File: config.mk
export PLATFORM = sky130hd
export DESIGN_NAME = rom_boot_loader
export DESIGN_NICKNAME = d
export VERILOG_FILES = /design/src/inc/rom_boot_pkg.sv /design/src/design/rom_boot_loader.sv
export SDC_FILE = /design/constraint.sdc
export NUM_CORES = 1
export LEC_CHECK = 0
export ABC_AREA = 0
export ABC_CLOCK_PERIOD_IN_PS = 6400
export BUFFER_PORTS_ARGS = -buffer_cell sky130_fd_sc_hd__buf_2
export CAP_MARGIN = 15
export CORE_ASPECT_RATIO = 0.6
export CORE_UTILIZATION = 55
export CTS_BUF_LIST = sky130_fd_sc_hd__clkbuf_4
export DETAILED_ROUTE_END_ITERATION = 6
export GPL_TIMING_DRIVEN = 0
export PLACE_DENSITY = 0.77
export SYNTH_ARGS = -nofsm -noshare
export SYNTH_HDL_FRONTEND = slang
export SYNTH_SLANG_ARGS = --single-unit
File: constraint.sdc
create_clock -name clk -period 6.4 [get_ports clk]
set_input_delay 0.96 -clock clk [delete_from_list [all_inputs] [get_ports clk]]
set_output_delay 0.96 -clock clk [all_outputs]
set_load 0.02 [all_outputs]
File: src/inc/rom_boot_pkg.sv
// constants and carrier types for the serial-memory boot loader
package rom_boot_pkg;
	// ------------------------------------------------------------
	// boot-load byte map
	// ------------------------------------------------------------
	localparam logic [10:0] boot_first = 11'h040;
	localparam logic [10:0] boot_last = 11'h07f;
	localparam logic [6:0] off_vendor = 7'h40;
	localparam logic [6:0] off_device = 7'h42;
	localparam logic [6:0] off_modes = 7'h45;
	localparam logic [6:0] off_revision = 7'h48;
	localparam logic [6:0] off_class = 7'h49;
	localparam logic [6:0] off_header = 7'h4e;
	localparam logic [6:0] off_selftest = 7'h4f;
	localparam logic [6:0] off_bar1 = 7'h54;
	localparam logic [6:0] off_bar2 = 7'h58;
	localparam logic [6:0] off_bar3 = 7'h5c;
	localparam logic [6:0] off_bar4 = 7'h60;
	localparam logic [6:0] off_sub_vendor = 7'h6c;
	localparam logic [6:0] off_sub_product = 7'h6e;
	localparam logic [6:0] off_rom_bar = 7'h70;
	localparam logic [6:0] off_int_line = 7'h7c;
	localparam logic [6:0] off_int_pin = 7'h7d;
	// ------------------------------------------------------------
	// avalon register offsets (byte addresses)
	// ------------------------------------------------------------
	localparam logic [7:0] reg_status = 8'h80;
	localparam logic [7:0] reg_rom_ctrl = 8'h84;
	localparam logic [7:0] reg_rom_data = 8'h88;
	localparam logic [7:0] reg_fetch_cnt = 8'h8c;
	localparam logic [31:0] unmapped_val = 32'h00000000;
	localparam logic [31:0] rst_word = 32'h00000000;
	// ------------------------------------------------------------
	// timing
	// ------------------------------------------------------------
	localparam int clk_mhz = 25;
	localparam int byte_time_ns = 480;
	localparam int byte_cycles = (byte_time_ns * clk_mhz + 999) / 1000;
	localparam logic [4:0] byte_cnt_init = 5'(byte_cycles - 1);
	// ------------------------------------------------------------
	// carriers
	// ------------------------------------------------------------
	typedef struct packed {
		logic [7:0] address;
		logic read;
		logic write;
		logic [31:0] writedata;
		logic [3:0] byteenable;
	} av_req_t;
	typedef struct packed {
		logic [31:0] readdata;
		logic waitrequest;
	} av_rsp_t;
	typedef struct packed {
		logic req;
		logic [10:0] addr;
	} mem_req_t;
	typedef struct packed {
		logic valid;
		logic [7:0] data;
	} mem_rsp_t;
endpackage
File: src/design/rom_boot_loader.sv
// boot loader of configuration bytes and expansion-rom fetch path
// Behaviour
// boot range is memory bytes 0x40 to 0x7f
// each mapped byte lands in its configuration field by offset
// image writer puts 0x80, 0x81 or 0x82 at 0x50
// image writer puts 0xff at 0x51, fixed codes at 0x52, 0x53
// four base address words from 0x54..0x60, rom base from 0x70
// image starts with signature 0x55 then 0xaa
// byte 0x02 gives image length in 512-byte units
// four-byte init entry point starts at 0x03
// host runs rom only with valid header and checksum
// checksum byte sits at end of declared length
// 16-bit pointer at 0x18 locates bus data structure
// data structure opens with ascii signature in order
// data structure revision byte at 0x0c is zero
// indicator bit 7 at 0x15 marks the last image
// rom reads are slow; one byte per serial access
// rom read retries until all four bytes are fetched; the code instead stalls bus requests on waitrequest during the fetch
// configuration reads wait until boot load completes
module rom_boot_loader
	import rom_boot_pkg::*;
(
	// clock and reset
	input wire logic clk,
	input wire logic rstn,
	// register bus
	input wire av_req_t av_req,
	output av_rsp_t av_rsp,
	// serial memory byte port
	output mem_req_t mem_req,
	input wire mem_rsp_t mem_rsp,
	// loaded configuration
	output logic boot_done,
	output logic [31:0] id_word,
	output logic [31:0] class_word,
	output logic [7:0] special_modes,
	output logic [31:0] bar_word [4],
	output logic [31:0] rom_bar_word,
	output logic [31:0] sub_word,
	output logic [15:0] int_word
);
	typedef enum {st_boot, st_idle, st_fetch, st_answer} fsm_t;
	typedef struct packed {
		fsm_t st;
		logic [63:0][7:0] cfg;
		logic [10:0] addr;
		logic [1:0] nbyte;
		logic [31:0] rom_data;
		logic retry;
		logic [15:0] fetches;
		logic [31:0] rdata;
		logic wait_n;
		logic mreq;
	} state_t;
	state_t s_q, s_d;

	function automatic logic [31:0] word_at(input state_t s, input logic [6:0] off);
		word_at = {s.cfg[6'(off + 7'd3)], s.cfg[6'(off + 7'd2)],
			s.cfg[6'(off + 7'd1)], s.cfg[6'(off)]};
	endfunction

	// ------------------------------------------------------------
	// next state
	// ------------------------------------------------------------
	always_comb begin
		s_d = s_q;
		s_d.wait_n = 1'b0;
		case (s_q.st)
			st_boot: begin
				s_d.mreq = 1'b1;
				if (mem_rsp.valid) begin
					s_d.cfg[6'(s_q.addr)] = mem_rsp.data;
					if (s_q.addr == boot_last) begin
						s_d.mreq = 1'b0;
						s_d.st = st_idle;
					end else begin
						s_d.addr = 11'(s_q.addr + 11'd1);
					end
				end
			end
			st_idle: begin
				if (av_req.read || av_req.write) begin
					s_d.wait_n = 1'b1;
					s_d.rdata = unmapped_val;
					case (av_req.address)
						reg_status: s_d.rdata = {30'h0, s_q.retry, 1'b1};
						reg_rom_data: s_d.rdata = s_q.rom_data;
						reg_fetch_cnt: s_d.rdata = {16'h0, s_q.fetches};
						reg_rom_ctrl: begin
							if (av_req.write) begin
								// starts a four-byte fetch; meanwhile requests stall on waitrequest
								s_d.addr = {av_req.writedata[10:2], 2'b00};
								s_d.nbyte = 2'd0;
								s_d.retry = 1'b1;
								s_d.mreq = 1'b1;
								s_d.st = st_fetch;
							end
							s_d.rdata = {21'h0, s_q.addr};
						end
						default: s_d.rdata = unmapped_val;
					endcase
					if (av_req.read && av_req.address == reg_rom_data && s_q.retry)
						s_d.rdata = unmapped_val;
				end
			end
			st_fetch: begin
				if (mem_rsp.valid) begin
					// one byte per serial access keeps rom reads slow
					s_d.rom_data[8*s_q.nbyte +: 8] = mem_rsp.data;
					s_d.addr = 11'(s_q.addr + 11'd1);
					s_d.nbyte = 2'(s_q.nbyte + 2'd1);
					if (s_q.nbyte == 2'd3) begin
						s_d.mreq = 1'b0;
						s_d.retry = 1'b0;
						s_d.fetches = 16'(s_q.fetches + 16'd1);
						s_d.st = st_idle;
					end
				end
			end
			st_answer: s_d.st = st_idle;
			default: s_d.st = st_idle;
		endcase
		if (s_q.wait_n)
			s_d.wait_n = 1'b0;
	end

	always_ff @(posedge clk or negedge rstn) begin
		if (!rstn) begin
			s_q <= '0;
			s_q.st <= st_boot;
			s_q.addr <= boot_first;
		end else begin
			s_q <= s_d;
		end
	end

	// ------------------------------------------------------------
	// outputs
	// ------------------------------------------------------------
	always_ff @(posedge clk or negedge rstn) begin
		if (!rstn) begin
			boot_done <= 1'b0;
			id_word <= rst_word;
			class_word <= rst_word;
			special_modes <= 8'h00;
			bar_word <= '{default: rst_word};
			rom_bar_word <= rst_word;
			sub_word <= rst_word;
			int_word <= 16'h0000;
		end else if (s_q.st != st_boot) begin
			// fields stay at reset value until the load is whole
			boot_done <= 1'b1;
			id_word <= word_at(s_q, off_vendor);
			class_word <= {s_q.cfg[6'(off_class + 7'd2)], s_q.cfg[6'(off_class + 7'd1)],
				s_q.cfg[6'(off_class)], s_q.cfg[6'(off_revision)]};
			special_modes <= s_q.cfg[6'(off_modes)];
			bar_word[0] <= word_at(s_q, off_bar1);
			bar_word[1] <= word_at(s_q, off_bar2);
			bar_word[2] <= word_at(s_q, off_bar3);
			bar_word[3] <= word_at(s_q, off_bar4);
			rom_bar_word <= word_at(s_q, off_rom_bar);
			sub_word <= {s_q.cfg[6'(off_sub_product + 7'd1)], s_q.cfg[6'(off_sub_product)],
				s_q.cfg[6'(off_sub_vendor + 7'd1)], s_q.cfg[6'(off_sub_vendor)]};
			int_word <= {s_q.cfg[6'(off_int_pin)], s_q.cfg[6'(off_int_line)]};
		end
	end

	assign av_rsp.readdata = s_q.rdata;
	assign av_rsp.waitrequest = !s_q.wait_n;
	assign mem_req.req = s_q.mreq;
	assign mem_req.addr = s_q.addr;

	// ------------------------------------------------------------
	// checks
	// ------------------------------------------------------------
	property p_boot_range;
		@(posedge clk) disable iff (!rstn)
		(s_q.st == st_boot) |-> (s_q.addr >= boot_first && s_q.addr <= boot_last);
	endproperty
	a_boot_range: assert property (p_boot_range) else $error("boot address out of range");

	property p_done_hold;
		@(posedge clk) disable iff (!rstn)
		boot_done |=> boot_done;
	endproperty
	a_done_hold: assert property (p_done_hold) else $error("boot done dropped");

	property p_done_after;
		@(posedge clk) disable iff (!rstn)
		boot_done |-> $past(s_q.st) != st_boot;
	endproperty
	a_done_after: assert property (p_done_after) else $error("done before load");

	property p_bar_load;
		@(posedge clk) disable iff (!rstn)
		$rose(boot_done) |-> rom_bar_word == $past(word_at(s_q, off_rom_bar));
	endproperty
	a_bar_load: assert property (p_bar_load) else $error("rom base word wrong");

	property p_retry_data;
		@(posedge clk) disable iff (!rstn)
		(s_q.st == st_fetch) |-> s_q.retry;
	endproperty
	a_retry_data: assert property (p_retry_data) else $error("data given before fetch");

	property p_fetch_end;
		@(posedge clk) disable iff (!rstn)
		(s_q.st == st_fetch && mem_rsp.valid && s_q.nbyte == 2'd3) |=> !s_q.retry;
	endproperty
	a_fetch_end: assert property (p_fetch_end) else $error("retry stuck after fetch");

	property p_boot_store;
		@(posedge clk) disable iff (!rstn)
		(s_q.st == st_boot && mem_rsp.valid) |=> s_q.cfg[6'($past(s_q.addr))] == $past(mem_rsp.data);
	endproperty
	a_boot_store: assert property (p_boot_store) else $error("boot byte misplaced");

	property p_answer_one;
		@(posedge clk) disable iff (!rstn)
		!av_rsp.waitrequest |=> av_rsp.waitrequest;
	endproperty
	a_answer_one: assert property (p_answer_one) else $error("answer longer than one cycle");
endmodule // rom_boot_loader

==> results of run 1 <==
[kinds of logic (layout without fill, tap and decap cells)]
family / count (synthesis) / count (layout) / synth area share (%)
adders and majority gates: 13 / 13 / 0.6289
AOI/OAI and AO/OA: 113 / 113 / 3.193
muxes: 576 / 576 / 25.10
xor gates and xnor gates: 21 / 21 / 0.7112
DFF: 659 / 659 / 63.77
other: 0 / 2 / 0
buffers and inverters: 149 / 772 / 2.888
and+or+nand+nor: 172 / 172 / 3.711
[critical path, delay by kind of cell (launching register included)]
| family | cells | cell delay [ns] |
|---|---|---|
| DFF | 1 | 0.44 |
| muxes | 1 | 0.41 |
| adders and majority gates | 1 | 0.14 |
| buffers and inverters | 4 | 1.78 |
[metal layers]
layer	global-route usage (%)	routed length, um
met2	41.45	29610
met4	10.11	1881
met5	0	0
met3	7.221	4139
met1	38.92	28920
[power groups by stage]
stage	logic [mW]	clock network [mW]	registers, mW
2_1_floorplan	0.402	0	4.34
3_3_place_gp	0.654	0	4.36
3_5_place_dp	0.677	0	4.36
4_1_cts	0.680	3.55	4.28
5_1_grt	0.745	3.78	4.28
6_report	0.677	3.46	4.28
[area by class of cell]
cell class,count,area [um2]
sequential,659,16490
fill,3435,15770
multi-input combinational,895,8623
timing repair buffer,350,1874
clock buffer,231,1734
tap,630,788.3
buffer,139,709.4
clock inverter,42,296.5
inverter,10,37.54
antenna,2,5.005
[flip-flops by register name, summed over array words and instances, names as in the netlist]
| signal | flops |
|---|---|
| av_rsp | 32 |
| int_word | 16 |
| bar_word | 128 |
| class_word | 32 |
| special_modes | 8 |
| sub_word | 32 |
| id_word | 32 |
| rom_bar_word | 32 |
| s_q | 334 |
| boot_done | 1 |
| mem_req | 12 |
[synth_stat cells, types with 12 or more instances]
master | instances | share of area [%]
dfrtp_1 | 658 | 64
mux2_2 | 568 | 25
clkbuf_1 | 81 | 1.2
nand2_1 | 56 | 0.81
a22o_1 | 48 | 1.6
buf_4 | 45 | 1.3
nor2_2 | 25 | 0.60
o21ai_0 | 21 | 0.41
a22oi_1 | 17 | 0.49
nor2_1 | 17 | 0.25
ha_1 | 13 | 0.63
o21ai_1 | 12 | 0.23
[how the worst min path moves through the flow]
stage | start | end
final | rstn | sub_word[13]$_DFFE_PN0P_
after global routing | rstn | sub_word[13]$_DFFE_PN0P_
after CTS | rstn | sub_word[12]$_DFFE_PN0P_
after detailed placement | s_q[1]$_DFF_PN0_ | s_q[1]$_DFF_PN0_
after global placement | s_q[1]$_DFF_PN0_ | s_q[1]$_DFF_PN0_
after floorplan | s_q[1]$_DFF_PN0_ | s_q[1]$_DFF_PN0_
==> flow_summary.yaml, run 1 <==
yosys:
  yosysSeqAreaShare_pct: 63.77
  ys_ff_latch: 659
  syn_inst: 1703
  synth_ff_type: "dfrtp_1"
  synth_nets: 1773
  syn_area_um2: 25860
  syn_area_per_cell_um2: 15.19
  synth_edf_count: 0
  synth.distinct_cells: 51
  yosysWarnings: 0
  synth_async_sr_flop_share_pct: 100.0
drt:
  first_pass_iters: 5
  via_count: 16089
  drt_iter0_markers: 927
  wire_per_inst_um: 21.82
  ant_nets: 0
  via_per_inst: 5.439
  wl_um: 64560
  route.detailed.drc: 0
place:
  dp_slack_ns: 3.098
  dp.cells: 2683
  place.gp.congestion: 0.8817
  portBuffers: 345
  placed_area_um2: 28520
  dp_hpwl_um: 44440
worst_setup_path:
  reg2reg_from: "s_q[608]$_DFFE_PN0P_"
  crit_path_max_fanout: 10
  r2r_cells: 6
  cpMostUsedCell: "clkbuf_1"
  slowest_delay_ns: 0.75
  startpoint: "s_q[608]$_DFFE_PN0P_"
  cp-endpoint: "rom_bar_word[27]$_DFFE_PN0P_"
  worst_setup_path_end_kind: "flop"
  r2r_setup_slack_ns: 3.50
  worstPathCellList: "inv_1 -> ha_1 -> buf_2 -> clkbuf_1 -> clkbuf_1 -> mux2_2"
  start_kind: "flop"
  cpMaxStageDelayCell: "clkbuf_1"
  r2r_end: "rom_bar_word[27]$_DFFE_PN0P_"
  crit_type: "flop to flop"
  crit_arrival_ns: 3.57
  cp.required_ns: 7.07
clock_tree:
  cts_resized: 0
  clkTransAtPathRegs_ns: 0.07
  cts_sinks: 659
  clock_path_buffers: 3
  clock_latency_ns: 0.85
  cts_buffers: 152
  hold_buffers: 0
  htreeDepth: 4
  cts_tree: "yes"
  cts_root_buffer: "clkbuf_4"
  cts_setup_buffers: 0
pwr:
  seqPwrFrac_pct: 50.9
  power_leakage_nw: 16.52
  finalPower_mw: 8.410
  p_switching_mw: 2.194
  internal_power_mw: 6.216
  peakVddDrop_mv: 0.1738
  switching_share_pct: 26.09
  power.density_nw_per_um2: 275.2
  clock_power_share_pct: 41.1
  pwr-share-comb_pct: 8.1
final_layout:
  mostFrequentLayoutCell: "dfrtp_1"
  final_util_pct: 65.97
  layout.nets: 2277
  final_area_um2: 30560
  layout.cells.non_filler: 2958
  syn_to_final_growth_pct: 18.17
  drive_above_1_share_pct: 54.17
  layout_common_cells: "dfrtp_1, mux2_2, buf_2"
timing:
  rsz0062_at_grt: "false"
  finalCritPeriodShare_pct: 45.27
  worst_pin_slew_ns: 1.027
  clock_skew_ns: 0.05903
  slew_headroom_pct: 31.55
  setup-violations-final: 0
  slew_violations: 0
  final-hold-violation-count: 0
  worst_hold_slack_ns: 0.1296
  fmax_ghz: 0.3452
  fin_tns_setup_ns: 0
  period_minus_slack_ns: 2.897
  finalWorstSetupSlack_ns: 3.503
floorplanning:
  die_h_um: 170.0
  coreArea_um2: 46330
  io_pins: 383
  die_area_um2: 47920
  num_rows: 61
  die_w_um: 281.9
  start_util_pct: 55.82
global_route:
  grt_pass1_vias: 16732
  antenna_found_initial: 2
  grt_usage_pct: 27.62
  grt_overflow_total: 0
  grt_max_degree: 125
  grt_pass1_wl_um: 99070
run_status:
  status: "finished clean"
flow_run:
  cap_violations: 0
min_path:
  hold_class: "input port to asynchronous set/reset pin"
(Power assumes the default switching activity.)
==> run 2: changes to the inputs <==
ABC_CLOCK_PERIOD_IN_PS = 2450   (was 6400)
CORE_UTILIZATION = 53   (was 55)
PLACE_DENSITY = 0.78   (was 0.77)
clock period = 2.45 ns   (was 6.4 ns; I/O delays follow)
==> flow_summary.yaml, run 2 (same netlist as run 1, synthesis figures left out) <==
run_status:
  status: "complete, but fails checks"
  violations: "negative setup slack"
clock_tree:
  cts_root_buffer: "clkbuf_4"
  clkTransAtPathRegs_ns: 0.07
  cts_tree: "yes"
  clock_latency_ns: 0.87
  clock_path_buffers: 3
  cts_sinks: 659
  htreeDepth: 4
  cts_buffers: 151
final_layout:
  multi_input_area_um2: 8840
  n_fill_cell: 3547
  mostFrequentLayoutCell: "dfrtp_1"
  top_regs: "s_q x334, bar_word x128"
  regMostFlops: "s_q"
  drive_above_1_share_pct: 55.73
  seqCellArea_um2: 16490
  syn_to_final_growth_pct: 20.37
  layout_common_cells: "dfrtp_1, mux2_2, buf_2"
  largest_reg_flops: 334
  layout.nets: 2309
drt:
  wl_um: 66010
  route.detailed.drc: 0
  wire_per_inst_um: 22.16
  drt_iter0_markers: 1040
  via_count: 16264
  ant_nets: 0
  via_per_inst: 5.460
  first_pass_iters: 6
timing:
  worst_hold_slack_ns: 0.09224
  final-hold-violation-count: 0
  slew_violations: 0
  worst_pin_slew_ns: 1.166
  rsz0062_at_grt: "true"
  setup-violations-final: 1
  finalCritPeriodShare_pct: 100.3
  period_minus_slack_ns: 2.457
  slew_headroom_pct: 22.29
  clock_skew_ns: 0.06499
  finalWorstSetupSlack_ns: -0.007311
  fmax_ghz: 0.4069
flow_run:
  cap_violations: 0
floorplanning:
  die_w_um: 287.2
  start_util_pct: 53.86
  die_area_um2: 49710
  die_h_um: 173.1
  coreArea_um2: 48020
  num_rows: 62
  io_pins: 383
global_route:
  grt_pass1_wl_um: 102200
  grt_pass1_vias: 17285
  grt_overflow_total: 0
  grt_usage_pct: 27.19
  antenna_found_initial: 1
  grt_max_degree: 133
place:
  place.gp.congestion: 0.8875
  portBuffers: 345
  dp_hpwl_um: 44930
pwr:
  power_leakage_nw: 16.75
  power.density_nw_per_um2: 696.0
  finalPower_mw: 21.67
  peakVddDrop_mv: 0.3675
worst_setup_path:
  r2r_end: "s_q[350]$_DFFE_PN0P_"
  cpLargestDelayFamily: "buffers and inverters"
  reg2reg_from: "s_q[609]$_DFFE_PN0P_"
  worst_setup_path_end_kind: "flop"
  crit_path_max_fanout: 3
  crit_type: "input port to flop"
  r2r_cells: 7
  cp.required_ns: 3.25
  worstPathCellList: "dlygate4sd3_1 -> buf_2 -> or4_4 -> dlygate4sd3_1 -> nor4_4 -> o21ai_0 -> dlygate4sd3_1 -> o21ai_0"
  r2r_setup_slack_ns: 0.09
  slowest_delay_ns: 0.62
  cpMaxStageDelayCell: "dlygate4sd3_1"
  path_buf_inv: 4
  start_kind: "input port"
  cpMostUsedCell: "dlygate4sd3_1"
  crit_arrival_ns: 3.26
min_path:
  hold_class: "input port to asynchronous set/reset pin"
-- run 2: layout make-up --
class | count | area share, %
antenna | 1 | 0.008038
buffer | 136 | 2.335
clock buffer | 215 | 5.185
clock inverter | 37 | 0.8119
inverter | 10 | 0.1206
multi-input combinational | 895 | 28.40
sequential | 659 | 52.98
tap | 640 | 2.572
timing repair buffer | 386 | 7.596
-- run 2: metal layers --
layer  up-vias  share of wire (%)  GRT usage [%]  wire length [um]
met3       129                5.9          6.847              3901
met5         -                  0              0                 0
li1       7146                  -              -                 -
met4         0                3.0          9.641              2007
met2       523                 47          42.35             30940
met1      8466                 44          37.24             29160
-- run 2: metrics by stage --
step | TNS, ns | setup slack (ns) | util, % | area (um2) | std cells
6_report | -0.007311 | -0.007311 | 64.83 | 31130 | 2979
5_1_grt | -0.7529 | -0.05585 | 64.83 | 31130 | 2979
4_1_cts | -8.790 | -0.1816 | 63.98 | 30720 | 2963
3_5_place_dp | -65.88 | -0.3485 | 59.43 | 28540 | 2693
3_3_place_gp | -7848.06 | -11.95 | 59.12 | 28390 | 2688
2_1_floorplan | 0 | 0.4180 | - | 25860 | 1703
-- run 2: worst max path at each step --
stage	end	slack (ns)	start	depth (start not counted)
after detailed placement	s_q[584]$_DFFE_PN0P_	-0.35	mem_rsp[8]	6
after floorplan	s_q[472]$_DFFE_PN0P_	0.42	s_q[608]$_DFFE_PN0P_	8
after CTS	s_q[127]$_DFFE_PN0P_	-0.18	s_q[608]$_DFFE_PN0P_	8
after global routing	s_q[364]$_DFFE_PN0P_	-0.06	s_q[609]$_DFFE_PN0P_	8
final	av_rsp[1]$_DFFE_PN0P_	-0.007	av_req[43]	8
after global placement	s_q[328]$_DFFE_PN0P_	-11.95	rstn	1
-- run 2: power breakdown --
part	switching (mW)	leakage, nW	internal [mW]	total [mW]
logic	1.32	6.47	0.593	1.91
registers	0.173	9.18	11.0	11.2
clock network	4.38	1.10	4.20	8.58
-- run 2: repair_timing --
item | 4_1_cts | 5_1_grt
cloned | 0 | 0
resized for setup | 32 | 54
pin swaps | 4 | 17
hold buffers | 17 | 2
buffers inserted | 3 | 15
hold endpoints to repair | 103 | 1
setup endpoints to repair | 477 | 501
